### src/pcrc_defines.svh
// register offsets, field positions, reset values and sizes for the crc generator
`ifndef PCRC_DEFINES_SVH
`define PCRC_DEFINES_SVH
`define PCRC_OFS_CTRL      5'h00
`define PCRC_OFS_TAPS      5'h04
`define PCRC_OFS_RESULT    5'h08
`define PCRC_OFS_WDATA     5'h0c
`define PCRC_OFS_POWER     5'h10
`define PCRC_ADDR_W        5
`define PCRC_LEN_LSB       0
`define PCRC_GO_BIT        4
`define PCRC_EMPTY_BIT     6
`define PCRC_FULL_BIT      7
`define PCRC_VW_LSB        8
`define PCRC_IDLE_STOP_BIT 13
`define PCRC_DEPTH_SMALL   5'h08
`define PCRC_DEPTH_LARGE   5'h10
`define PCRC_LEN_SPLIT     4'h7
`define PCRC_TAPS_RESET    16'h0000
`define PCRC_TAPS_MASK     16'hfffe
`endif

### src/pcrc_pkg.sv
// types shared by the crc generator
package pcrc_pkg;
  typedef struct packed {
    logic [4:0]  addr;
    logic        read;
    logic        write;
    logic [3:0]  byteenable;
    logic [31:0] writedata;
  } pcrc_bus_req_type;
  typedef enum logic [0:0] {
    PCRC_STOPPED,
    PCRC_SHIFTING
  } pcrc_state_type;
endpackage

### src/pcrc_top.sv
// programmable crc generator with data fifo and avalon-mm register slave
`include "pcrc_defines.svh"

module pcrc_top
(
  // clock and reset
  input  wire logic        clock_i,
  input  wire logic        reset_i,
  // avalon-mm slave
  input  wire logic [4:0]  avs_address_i,
  input  wire logic        avs_read_i,
  input  wire logic        avs_write_i,
  input  wire logic [3:0]  avs_byteenable_i,
  input  wire logic [31:0] avs_writedata_i,
  output logic [31:0]      avs_readdata_o,
  output logic             avs_waitrequest_o,
  // power save requests, from another clock domain
  input  wire logic        sleep_i,
  input  wire logic        idle_i,
  // event output
  output logic             crc_event_o
);

  pcrc_pkg::pcrc_bus_req_type req;
  pcrc_pkg::pcrc_state_type   state_reg;
  logic [15:0] fifo_reg [16];
  logic [3:0]  wr_ptr_reg;
  logic [3:0]  rd_ptr_reg;
  logic [4:0]  valid_word_count;
  logic [4:0]  count_next;
  logic [3:0]  poly_length_field;
  logic        shift_start_control;
  logic        idle_stop_bit;
  logic [15:0] crc_polynomial_taps;
  logic [15:0] crc_result_reg;
  logic [15:0] crc_write_data_reg;
  logic [3:0]  bit_cnt_reg;
  logic [4:0]  depth;
  logic        fifo_full_flag;
  logic        fifo_empty_flag;
  logic [2:0]  sleep_sync_reg;
  logic [2:0]  idle_sync_reg;
  logic        sleep_reg;
  logic        idle_reg;
  logic        frozen;
  logic        ack_reg;
  logic        wr_word;
  logic        word_done;
  logic        top_lane;
  logic        feed;
  logic        shift_now;
  logic        event_pending_reg;

  assign req.addr       = avs_address_i;
  assign req.read       = avs_read_i;
  assign req.write      = avs_write_i;
  assign req.byteenable = avs_byteenable_i;
  assign req.writedata  = avs_writedata_i;

  // three-stage synchronisers; a change counts once stages two and three agree
  always_ff @(posedge clock_i or posedge reset_i)
  begin
    if (reset_i)
    begin
      sleep_sync_reg <= 3'h0;
      idle_sync_reg  <= 3'h0;
      sleep_reg      <= 1'b0;
      idle_reg       <= 1'b0;
    end
    else
    begin
      sleep_sync_reg <= {sleep_sync_reg[1:0], sleep_i};
      idle_sync_reg  <= {idle_sync_reg[1:0], idle_i};
      if (sleep_sync_reg[1] == sleep_sync_reg[2])
        sleep_reg <= sleep_sync_reg[2];
      if (idle_sync_reg[1] == idle_sync_reg[2])
        idle_reg <= idle_sync_reg[2];
    end
  end

  // frozen state holds the fifo, count and result; the bit counter reloads and every access, read or write, waits
  assign frozen = sleep_reg || (idle_reg && idle_stop_bit);

  // one wait cycle per access keeps the slave timing fixed; the wait stretches while frozen
  assign avs_waitrequest_o = (req.read || req.write) && (!ack_reg || frozen);

  always_ff @(posedge clock_i or posedge reset_i)
  begin
    if (reset_i)
      ack_reg <= 1'b0;
    else
      ack_reg <= (req.read || req.write) && !ack_reg && !frozen;
  end

  assign depth = (poly_length_field > `PCRC_LEN_SPLIT) ?
                 `PCRC_DEPTH_SMALL : `PCRC_DEPTH_LARGE;
  assign fifo_full_flag  = (valid_word_count == depth);
  assign fifo_empty_flag = (valid_word_count == 5'h00);

  // top byte lane of the word depends on the length field
  assign top_lane = (poly_length_field > `PCRC_LEN_SPLIT) ?
                    req.byteenable[1] : req.byteenable[0];
  assign wr_word  = req.write && ack_reg && !frozen &&
                    (req.addr == `PCRC_OFS_WDATA) && top_lane;

  // shifter control
  assign shift_now = (state_reg == pcrc_pkg::PCRC_SHIFTING) && !frozen &&
                     shift_start_control && (valid_word_count != 5'h00);
  assign word_done = shift_now && (bit_cnt_reg == 4'h0);

  always_ff @(posedge clock_i or posedge reset_i)
  begin
    if (reset_i)
      state_reg <= pcrc_pkg::PCRC_STOPPED;
    else if (!frozen)
    begin
      unique case (state_reg)
        pcrc_pkg::PCRC_STOPPED:
          if (shift_start_control && valid_word_count != 5'h00)
            state_reg <= pcrc_pkg::PCRC_SHIFTING;
        pcrc_pkg::PCRC_SHIFTING:
          if (!shift_start_control || count_next == 5'h00)
            state_reg <= pcrc_pkg::PCRC_STOPPED;
      endcase
    end
  end

  // valid word count; a write while full wraps to zero without an event
  always_comb
  begin
    count_next = valid_word_count;
    if (wr_word && fifo_full_flag)
      count_next = 5'h00;
    else if (wr_word && !word_done)
      count_next = valid_word_count + 5'h01;
    else if (word_done && !wr_word)
      count_next = valid_word_count - 5'h01;
  end

  always_ff @(posedge clock_i or posedge reset_i)
  begin
    if (reset_i)
      valid_word_count <= 5'h00;
    else
      valid_word_count <= count_next;
  end

  // fifo storage and pointers
  always_ff @(posedge clock_i or posedge reset_i)
  begin
    if (reset_i)
    begin
      wr_ptr_reg <= 4'h0;
      rd_ptr_reg <= 4'h0;
    end
    else if (wr_word && fifo_full_flag)
    begin
      wr_ptr_reg <= 4'h0;
      rd_ptr_reg <= 4'h0;
    end
    else
    begin
      if (wr_word)
        wr_ptr_reg <= (wr_ptr_reg + 4'h1) & (depth[3:0] - 4'h1 | {depth[4], 3'h7});
      if (word_done)
        rd_ptr_reg <= (rd_ptr_reg + 4'h1) & (depth[3:0] - 4'h1 | {depth[4], 3'h7});
    end
  end

  // partial bytes gather in the staging register until the top byte lands
  always_ff @(posedge clock_i)
  begin
    if (req.write && ack_reg && !frozen && req.addr == `PCRC_OFS_WDATA)
    begin
      if (req.byteenable[0])
        crc_write_data_reg[7:0] <= req.writedata[7:0];
      if (req.byteenable[1])
        crc_write_data_reg[15:8] <= req.writedata[15:8];
    end
  end

  always_ff @(posedge clock_i)
  begin
    if (wr_word)
      fifo_reg[wr_ptr_reg] <= {req.byteenable[1] ? req.writedata[15:8] :
                               crc_write_data_reg[15:8],
                               req.byteenable[0] ? req.writedata[7:0] :
                               crc_write_data_reg[7:0]};
  end

  // bit counter walks from the word's msb down to bit zero
  always_ff @(posedge clock_i or posedge reset_i)
  begin
    if (reset_i)
      bit_cnt_reg <= 4'h0;
    else if (!shift_now)
      bit_cnt_reg <= poly_length_field;
    else if (bit_cnt_reg == 4'h0)
      bit_cnt_reg <= poly_length_field;
    else
      bit_cnt_reg <= bit_cnt_reg - 4'h1;
  end

  // remainder register, one bit per clock
  assign feed = fifo_reg[rd_ptr_reg][bit_cnt_reg] ^
                crc_result_reg[poly_length_field];

  always_ff @(posedge clock_i or posedge reset_i)
  begin
    if (reset_i)
      crc_result_reg <= 16'h0000;
    else if (req.write && ack_reg && !frozen && req.addr == `PCRC_OFS_RESULT)
    begin
      if (req.byteenable[0])
        crc_result_reg[7:0] <= req.writedata[7:0];
      if (req.byteenable[1])
        crc_result_reg[15:8] <= req.writedata[15:8];
    end
    else if (shift_now)
    begin
      // bit zero always takes feedback; the top term is implicit in using feed
      crc_result_reg <= ({crc_result_reg[14:0], 1'b0} ^
                        ({16{feed}} & (crc_polynomial_taps | 16'h0001))) &
                        (16'hffff >> (4'hf - poly_length_field));
    end
  end

  // control and tap registers
  always_ff @(posedge clock_i or posedge reset_i)
  begin
    if (reset_i)
    begin
      poly_length_field   <= 4'h0;
      shift_start_control <= 1'b0;
      idle_stop_bit       <= 1'b0;
      crc_polynomial_taps <= `PCRC_TAPS_RESET;
    end
    else if (req.write && ack_reg && !frozen)
    begin
      if (req.addr == `PCRC_OFS_CTRL && req.byteenable[0])
      begin
        poly_length_field   <= req.writedata[`PCRC_LEN_LSB +: 4];
        shift_start_control <= req.writedata[`PCRC_GO_BIT];
      end
      if (req.addr == `PCRC_OFS_CTRL && req.byteenable[1])
        idle_stop_bit <= req.writedata[`PCRC_IDLE_STOP_BIT];
      if (req.addr == `PCRC_OFS_TAPS)
      begin
        if (req.byteenable[0])
          crc_polynomial_taps[7:0] <= 8'(req.writedata[15:0] & `PCRC_TAPS_MASK);
        if (req.byteenable[1])
          crc_polynomial_taps[15:8] <= req.writedata[15:8];
      end
    end
  end

  // event on one-to-zero count transition; a wrap from full never gives one
  always_ff @(posedge clock_i or posedge reset_i)
  begin
    if (reset_i)
      crc_event_o <= 1'b0;
    else
      crc_event_o <= (valid_word_count == 5'h01) && (count_next == 5'h00) &&
                     !(wr_word && fifo_full_flag);
  end

  // read data
  always_ff @(posedge clock_i or posedge reset_i)
  begin
    if (reset_i)
      avs_readdata_o <= 32'h0000_0000;
    else if (req.read && !ack_reg)
    begin
      unique case (req.addr)
        `PCRC_OFS_CTRL:
          // unused bits read as zero so software can mask loosely
          avs_readdata_o <= {16'h0000,
                             2'h0,
                             idle_stop_bit,
                             valid_word_count,
                             fifo_full_flag,
                             fifo_empty_flag,
                             1'b0,
                             shift_start_control,
                             poly_length_field};
        `PCRC_OFS_TAPS:
          avs_readdata_o <= {16'h0000, crc_polynomial_taps};
        `PCRC_OFS_RESULT:
          avs_readdata_o <= {16'h0000, crc_result_reg};
        `PCRC_OFS_WDATA:
          avs_readdata_o <= {16'h0000, crc_write_data_reg};
        default:
          avs_readdata_o <= 32'h0000_0000;
      endcase
    end
  end

endmodule

### config.mk
export PLATFORM = sky130hd
export DESIGN_NAME = pcrc_top
export DESIGN_NICKNAME = d
export VERILOG_FILES = /design/src/pcrc_pkg.sv /design/src/pcrc_top.sv
export VERILOG_INCLUDE_DIRS = /design/src /design/src/src
export SDC_FILE = /design/constraint.sdc
export NUM_CORES = 1
export LEC_CHECK = 0
export BUFFER_PORTS_ARGS = -buffer_cell sky130_fd_sc_hd__buf_2
export CAP_MARGIN = 20
export CORE_ASPECT_RATIO = 0.5
export CORE_UTILIZATION = 45
export CTS_CLUSTER_DIAMETER = 30
export CTS_CLUSTER_SIZE = 20
export DETAILED_ROUTE_END_ITERATION = 16
export PLACE_DENSITY = 0.7
export SETUP_SLACK_MARGIN = 0.5
export SYNTH_ARGS = -nofsm -noshare
export SYNTH_HDL_FRONTEND = slang
export SYNTH_SLANG_ARGS = --single-unit
### constraint.sdc
create_clock -name clock_i -period 7.05 [get_ports clock_i]
set_clock_uncertainty 0.1 [all_clocks]
set_input_delay 0.705 -clock clock_i [delete_from_list [all_inputs] [get_ports clock_i]]
set_output_delay 0.705 -clock clock_i [all_outputs]
set_load 0.02 [all_outputs]
==> reports/metrics.yaml, run 1 <==
status: "completed"
via_per_inst: 6.09
ys_types: 67
drc_errors: 0
min_path_type: "primary input to async pin"
antenna_found_initial: 1
synth_edf_count: 272
fin_cells: 1640
grt_pass1_vias: 9923
drt-total-wl_um: 38300
pre_cts_slack_ns: 2.29
hold_violations: 0
largest_register_ffs: 256
clkLatencyLatePin_ns: 0.56
power_density_nw_per_um2: 277
hold_buffers: 0
critPathArrivalTime_ns: 4.79
crit_type: "register to register"
slew_viol_final: 0
mostFrequentLayoutCell: "edfxtp_1"
whs_ns: 0.135
grt_max_degree: 82
clock_sinks: 353
drt_iter0_markers: 1058
portBuffers: 46
gr-total-overflow: 0
fmax_mhz: 227
tns_ns: 0
maxCapViolations: 0
rsz0062_at_grt: "false"
nets: 1183
wl_per_cell_um: 23.4
die_y_um: 135
syn-cell-area_um2: 15900
layout_setup_ws_ns: 2.64
fin_crit_sh_pct: 62.5
synth-seq-area-share_pct: 64.0
required_ns: 7.43
cts_setup_buffers: 0
cts-root-buf: "clkbuf_16"
drive_above_1_share_pct: 22.0
cts_buffer_depth: 3
die_w_um: 268
crit_fanout: 43
avgSynthCellArea_um2: 14.7
ir_worst_vdd_v: 0.000194
period_minus_slack_ns: 4.41
cts_buffers: 47
endpoint_kind: "register"
cts_tree: "built"
start_util_pct: 46.0
postCtsResizedCells: 0
tightest_slew_ns: 1.16
cp-start-kind: "register"
drtPass1Iterations: 6
routed-via-count: 9984
antenna_left: 0
ys_ff_latch: 353
dp_hpwl_um: 23400
synthCells: 1083
finalSetupViolCount: 0
ys_warn_count: 0
ios: 81
coreArea_um2: 34700
clkSlewWorstSetupHoldPaths_ns: 0.06
yosys_most_used_dff: "edfxtp_1"
area_delta_synth_final_pct: 14.3
final_cell_mix: "edfxtp_1 (272), dfrtp_1 (79), mux4_2 (67)"
dieArea_um2: 36200
synth_async_sr_flop_share_pct: 22.9
relSlewSlack_pct: 22.9
placed_cells: 1549
htree_levels: 2
power.static_leakage_nw: 6.70
place.gp.congestion: 0.896
rows: 48
grt_first_pass_wirelength_um: 58700
track_usage_pct: 21.6
==> final cells by class <==
cell class / count / area (um2)
diodes: 1 / 2.50
clock buffers: 55 / 1270
clock inverters: 33 / 384
fillers: 2780 / 16400
inverters: 34 / 129
multi-input cells: 627 / 5240
flip-flops and latches: 353 / 10200
well taps: 475 / 594
repair buffers: 62 / 385
==> critical path, stage by stage (launching register included) <==
cell and delay, ns:
dfrtp_2 1.09, buf_4 0.46, mux4_2 0.37, mux2i_1 0.17, o22ai_1 0.12, or4_1 0.60, o211ai_1 0.15, a41oi_2 0.17
buf_4 0.29, or4b_1 0.54, o2111ai_1 0.09, a311o_1 0.14
==> final timing paths <==
check / from / endpoint / slack (ns) / depth (start not counted)
max: rd_ptr_reg[1] / crc_result_reg[1] / 2.64 / 11
min: reset_i / sleep_sync_reg[2] / 0.14 / 3
max reg2reg: rd_ptr_reg[1] / crc_result_reg[1] / 2.64 / 11
min reg2reg: idle_sync_reg[0] / idle_sync_reg[1] / 0.26 / 0
max in group asynchronous: reset_i / crc_result_reg[0] / 6.11 / 4
min in group clock_i: idle_i / idle_sync_reg[0] / 0.16 / 1
==> power breakdown <==
| part | switching (mW) | leakage [nW] | total (mW) | internal [mW] |
|---|---|---|---|---|
| registers | 0.0447 | 3.43 | 2.32 | 2.27 |
| logic | 0.175 | 2.48 | 0.267 | 0.0924 |
| clock network | 0.935 | 0.798 | 2.46 | 1.53 |
==> Yosys cell counts, types with 11 or more instances <==
cell | count | area share (%)
a21oi_1 | 18 | 0.57
and2_1 | 20 | 0.79
and3_1 | 13 | 0.51
buf_2 | 11 | 0.35
buf_4 | 19 | 0.90
clkbuf_1 | 40 | 0.94
dfrtp_1 | 81 | 13
edfxtp_1 | 272 | 51
ha_1 | 11 | 0.86
inv_1 | 33 | 0.78
mux2_2 | 28 | 2.0
mux2i_1 | 42 | 2.6
mux4_2 | 67 | 9.5
nand2_1 | 60 | 1.4
nand3_1 | 18 | 0.57
nand4_1 | 12 | 0.47
nor2_1 | 62 | 1.5
nor2b_1 | 15 | 0.59
nor3_1 | 29 | 0.91
o211ai_1 | 21 | 0.99
o21ai_0 | 47 | 1.5
==> cell families after synthesis <==
| logic type | synth area share, % |
|---|---|
| fa+ha+maj | 0.990 |
| flops | 64.0 |
| simple gates | 9.15 |
| other cells | 0.0235 |
| buf+inv | 3.50 |
| compound gates | 7.89 |
| xor+xnor | 0.330 |
| mux | 14.1 |
==> stage by stage <==
stage | power [mW] | cell area [um2] | util, %
6_report | 5.05 | 18200 | 52.5
5_1_grt | 5.19 | 18200 | 52.5
3_3_place_gp | 2.60 | 16500 | 47.6
2_1_floorplan | 2.54 | 16000 | -
3_5_place_dp | 2.62 | 16500 | 47.6
4_1_cts | 5.06 | 18200 | 52.4
==> routing by layer <==
layer	share of wire [%]	up-vias	track usage, %
met5	0	-	0
met2	50	495	36.0
met4	2.3	0	7.05
met3	7.5	83	3.96
li1	-	4305	-
met1	41	5101	28.6
Note: power is estimated with default switching activity, not from simulation.
==> run 2: changes to the inputs <==
clock period = 4.5 ns   (was 7.05 ns; I/O delays follow)
==> reports/metrics.yaml, run 2 (same netlist as run 1, synthesis figures left out) <==
area_delta_synth_final_pct: 15.8
grt_max_degree: 62
setup.worst_path.start: "rd_ptr_reg[0]"
routed-via-count: 9967
cts_buffer_depth: 3
maxCapViolations: 0
critPathArrivalTime_ns: 4.11
crit_fanout: 19
place.gp.congestion: 0.856
fin_crit_sh_pct: 84.0
multiInputGateArea_um2: 5250
dieArea_um2: 36200
ios: 81
cts-root-buf: "clkbuf_16"
tightest_slew_ns: 1.03
grt_first_pass_wirelength_um: 58200
pre_cts_slack_ns: 0.612
cts_buffers: 47
hold_violations: 0
min_path_type: "primary input to register"
start_util_pct: 46.0
relSlewSlack_pct: 30.9
grt_pass1_vias: 10012
htree_levels: 2
power.static_leakage_nw: 6.83
finalSetupViolCount: 0
die_w_um: 268
drt-total-wl_um: 37800
via_per_inst: 5.98
wl_per_cell_um: 22.7
dp_hpwl_um: 24700
cts_tree: "built"
ir_worst_vdd_v: 0.000284
final_cell_mix: "edfxtp_1 (272), dfrtp_1 (77), mux4_2 (67)"
largest_register_ffs: 256
layout_setup_ws_ns: 0.721
antenna_found_initial: 1
mostFrequentLayoutCell: "edfxtp_1"
antenna_left: 0
endpoint_kind: "register"
drtPass1Iterations: 5
clkSlewWorstSetupHoldPaths_ns: 0.06
min-delay-start: "avs_writedata_i[4]"
portBuffers: 46
required_ns: 4.84
rsz0062_at_grt: "false"
drive_above_1_share_pct: 24.0
ff_latch_area_um2: 10200
die_y_um: 135
gr-total-overflow: 0
fmax_mhz: 265
clock_sinks: 353
crit_type: "register to register"
coreArea_um2: 34700
nets: 1211
clkLatencyLatePin_ns: 0.57
tns_ns: 0
rows: 48
drc_errors: 0
slew_viol_final: 0
track_usage_pct: 21.4
cp-start-kind: "register"
regToRegStartpoint: "rd_ptr_reg[0]"
power_density_nw_per_um2: 426
status: "completed"
drt_iter0_markers: 1134
period_minus_slack_ns: 3.78
fillCellCount: 2774
run 2: worst paths after layout:
path | to | slack, ns | depth (start not counted)
setup / recovery | crc_result_reg[11] | 0.72 | 11
hold / removal | crc_polynomial_taps[4] | 0.05 | 3
setup reg to reg | crc_result_reg[11] | 0.72 | 11
hold reg to reg | idle_sync_reg[1] | 0.25 | 0
max in group asynchronous | state_reg | 2.81 | 4
min in group asynchronous | bit_cnt_reg[2] | 0.47 | 3
run 2: what timing repair did:
| action | CTS | global route |
|---|---|---|
| setup buffers | 0 | 1 |
| resized for setup | 0 | 4 |
| hold endpoints to repair | 46 | 0 |
| setup endpoints to repair | 0 | 14 |
| hold buffers | 3 | 0 |
run 2: area by class of cell:
type                            instances  share of cell area, %
Tap cell                              475                   3.22
Multi-Input combinational cell        627                   28.5
Inverter                               34                  0.699
Clock buffer                           49                   6.42
Timing Repair Buffer                   90                   3.28
Antenna cell                            1                 0.0136
Sequential cell                       353                   55.4
Clock inverter                         37                   2.49
run 2: stage by stage:
step | power [mW] | util (%) | hold WS, ns | area [um2] | cells
after floorplan | 3.98 | - | 0.231 | 16000 | 1098
after global placement | 4.08 | 48.2 | 0.233 | 16700 | 1574
after detailed placement | 4.10 | 48.3 | 0.237 | 16700 | 1575
after CTS | 7.88 | 53.1 | 0.0360 | 18400 | 1664
after global routing | 8.06 | 53.2 | 0.0542 | 18400 | 1665
final | 7.85 | 53.2 | 0.0500 | 18400 | 1666
run 2: critical path, stage by stage (launching register included):
cell,delay (ns)
dfrtp_4,0.65
buf_16,0.21
mux4_2,0.52
mux4_2,0.47
nand2b_1,0.11
nand4_1,0.13
a2111oi_2,0.41
a41oi_2,0.15
buf_4,0.29
nand4b_1,0.14
o2111ai_1,0.13
a311o_1,0.34
run 2: power by group:
part           internal [mW]  switching, mW  total, mW
combinational          0.147          0.274      0.421
clock                   2.23           1.57       3.80
sequential              3.56         0.0693       3.63
run 2: routing by layer:
metal,up-vias,routed length [um],track usage [%]
met5,-,0,0
met4,0,777,7.14
met3,73,3470,3.98
met2,498,18100,34.8
met1,5022,15500,29.2
li1,4374,-,-
==> run 3: changes to the inputs <==
clock period = 3.7 ns   (was 4.5 ns; I/O delays follow)
==> reports/metrics.yaml, run 3 (same netlist as run 1, synthesis figures left out) <==
die_w_um: 268
mostFrequentLayoutCell: "edfxtp_1"
critical_path_buf_inv_count: 3
tns_ns: 0
maxCapViolations: 0
cts_buffers: 46
grt_first_pass_wirelength_um: 60400
crit_top_cell: "buf_12"
dp_hpwl_um: 24600
htree_levels: 2
largest_register_ffs: 256
rows: 48
drt-total-wl_um: 39600
cts_buffer_depth: 3
max_stage_delay_ns: 0.58
fin_crit_sh_pct: 95.9
r2r_setup_slack_ns: 0.15
final_cell_mix: "edfxtp_1 (272), dfrtp_1 (77), mux4_2 (67)"
period_minus_slack_ns: 3.55
grt_max_degree: 62
ios: 81
hold_violations: 0
power_mw: 9.65
dieArea_um2: 36200
drt_iter0_markers: 1146
fin_util_pct: 55.0
antenna_left: 0
clkSlewWorstSetupHoldPaths_ns: 0.06
ir_worst_vdd_v: 0.000278
rsz0062_at_grt: "true"
cp_cell_sequence: "buf_12 -> buf_12 -> buf_4 -> nor2b_1 -> a2111oi_2 -> nor3_2 -> or4_4 -> o211ai_1 -> a41oi_4 -> or4b_1 -> o2111ai_1 -> a311o_1"
grt_pass1_vias: 10203
routed-via-count: 10153
fmax_mhz: 282
antenna_found_initial: 0
gr-total-overflow: 0
coreArea_um2: 34700
status: "completed"
power.static_leakage_nw: 7.14
cts_tree: "built"
finalSetupViolCount: 0
critPathArrivalTime_ns: 3.93
cts-root-buf: "clkbuf_16"
whs_ns: 0.0289
power_density_nw_per_um2: 506
drtPass1Iterations: 7
place.gp.congestion: 0.884
via_per_inst: 5.93
start_util_pct: 46.0
path_delay_family: "simple AND/OR/NAND/NOR gates"
area_delta_synth_final_pct: 19.8
portBuffers: 46
crit_fanout: 7
nets: 1255
required_ns: 4.08
min_path_type: "primary input to register"
clock_sinks: 353
tightest_slew_ns: 0.966
clkLatencyLatePin_ns: 0.57
slew_viol_final: 0
endpoint_kind: "register"
die_y_um: 135
drc_errors: 0
drive_above_1_share_pct: 26.6
cp_slowest_cell: "or4b_1"
track_usage_pct: 22.3
cp-start-kind: "register"
wl_per_cell_um: 23.2
relSlewSlack_pct: 35.6
crit_type: "register to register"
## run 3: worst reg2reg max path, stage by stage, from the launching register on
cell and delay, ns:
dfrtp_4 0.53, buf_12 0.18, buf_12 0.11, buf_4 0.11, nor2b_1 0.05, a2111oi_2 0.46
nor3_2 0.11, or4_4 0.54, o211ai_1 0.16, a41oi_4 0.30, or4b_1 0.59, o2111ai_1 0.09
a311o_1 0.14
## run 3: worst paths after layout
check / start / end / cells past startpoint
max: rd_ptr_reg[0] / crc_result_reg[1] / 12
min: avs_writedata_i[7] / crc_polynomial_taps[7] / 3
max reg2reg: rd_ptr_reg[0] / crc_result_reg[1] / 12
min reg2reg: sleep_sync_reg[0] / sleep_sync_reg[1] / 0
max in group asynchronous: reset_i / crc_result_reg[2] / 5
min in group asynchronous: reset_i / poly_length_field[2] / 3
## run 3: what timing repair did
| action | CTS | global route |
|---|---|---|
| hold buffers | 15 | 0 |
| resized for setup | 30 | 13 |
| endpoints found under the hold margin | 69 | 0 |
| pin swaps | 16 | 9 |
| setup buffers | 15 | 2 |
| gates cloned | 3 | 1 |
| endpoints found under the setup margin | 18 | 18 |
## run 3: metrics by stage
stage | instance area, um2 | setup slack, ns | std cells
finish | 19100 | 0.153 | 1711
floorplan | 16000 | 0.503 | 1098
detailed placement | 16900 | 0.00796 | 1587
global placement | 16900 | 0.0448 | 1587
global route | 19100 | 0.109 | 1710
CTS | 19000 | 0.226 | 1706
## run 3: power by group
| part | switching (mW) | internal (mW) |
|---|---|---|
| clock | 1.79 | 2.86 |
| sequential | 0.0809 | 4.33 |
| combinational | 0.368 | 0.226 |
## run 3: routing by layer
| layer | up-vias | wire length [um] | share of wire (%) | global-route usage [%] |
|---|---|---|---|---|
| li1 | 4451 | - | - | - |
| met1 | 5189 | 16500 | 42 | 30.1 |
| met2 | 442 | 19200 | 48 | 36.4 |
| met3 | 71 | 2990 | 7.5 | 4.45 |
| met4 | 0 | 935 | 2.4 | 7.30 |
| met5 | - | 0 | 0 | 0 |
## run 3: area by class of cell
class,count,area [um2]
well taps,475,594
repair inverters,1,11.3
diodes,1,2.50
clock buffers,50,1190
multi-input cells,627,5360
flip-flops and latches,353,10200
repair buffers,134,1130
clock inverters,36,447
inverters,34,141
fillers,2695,15600
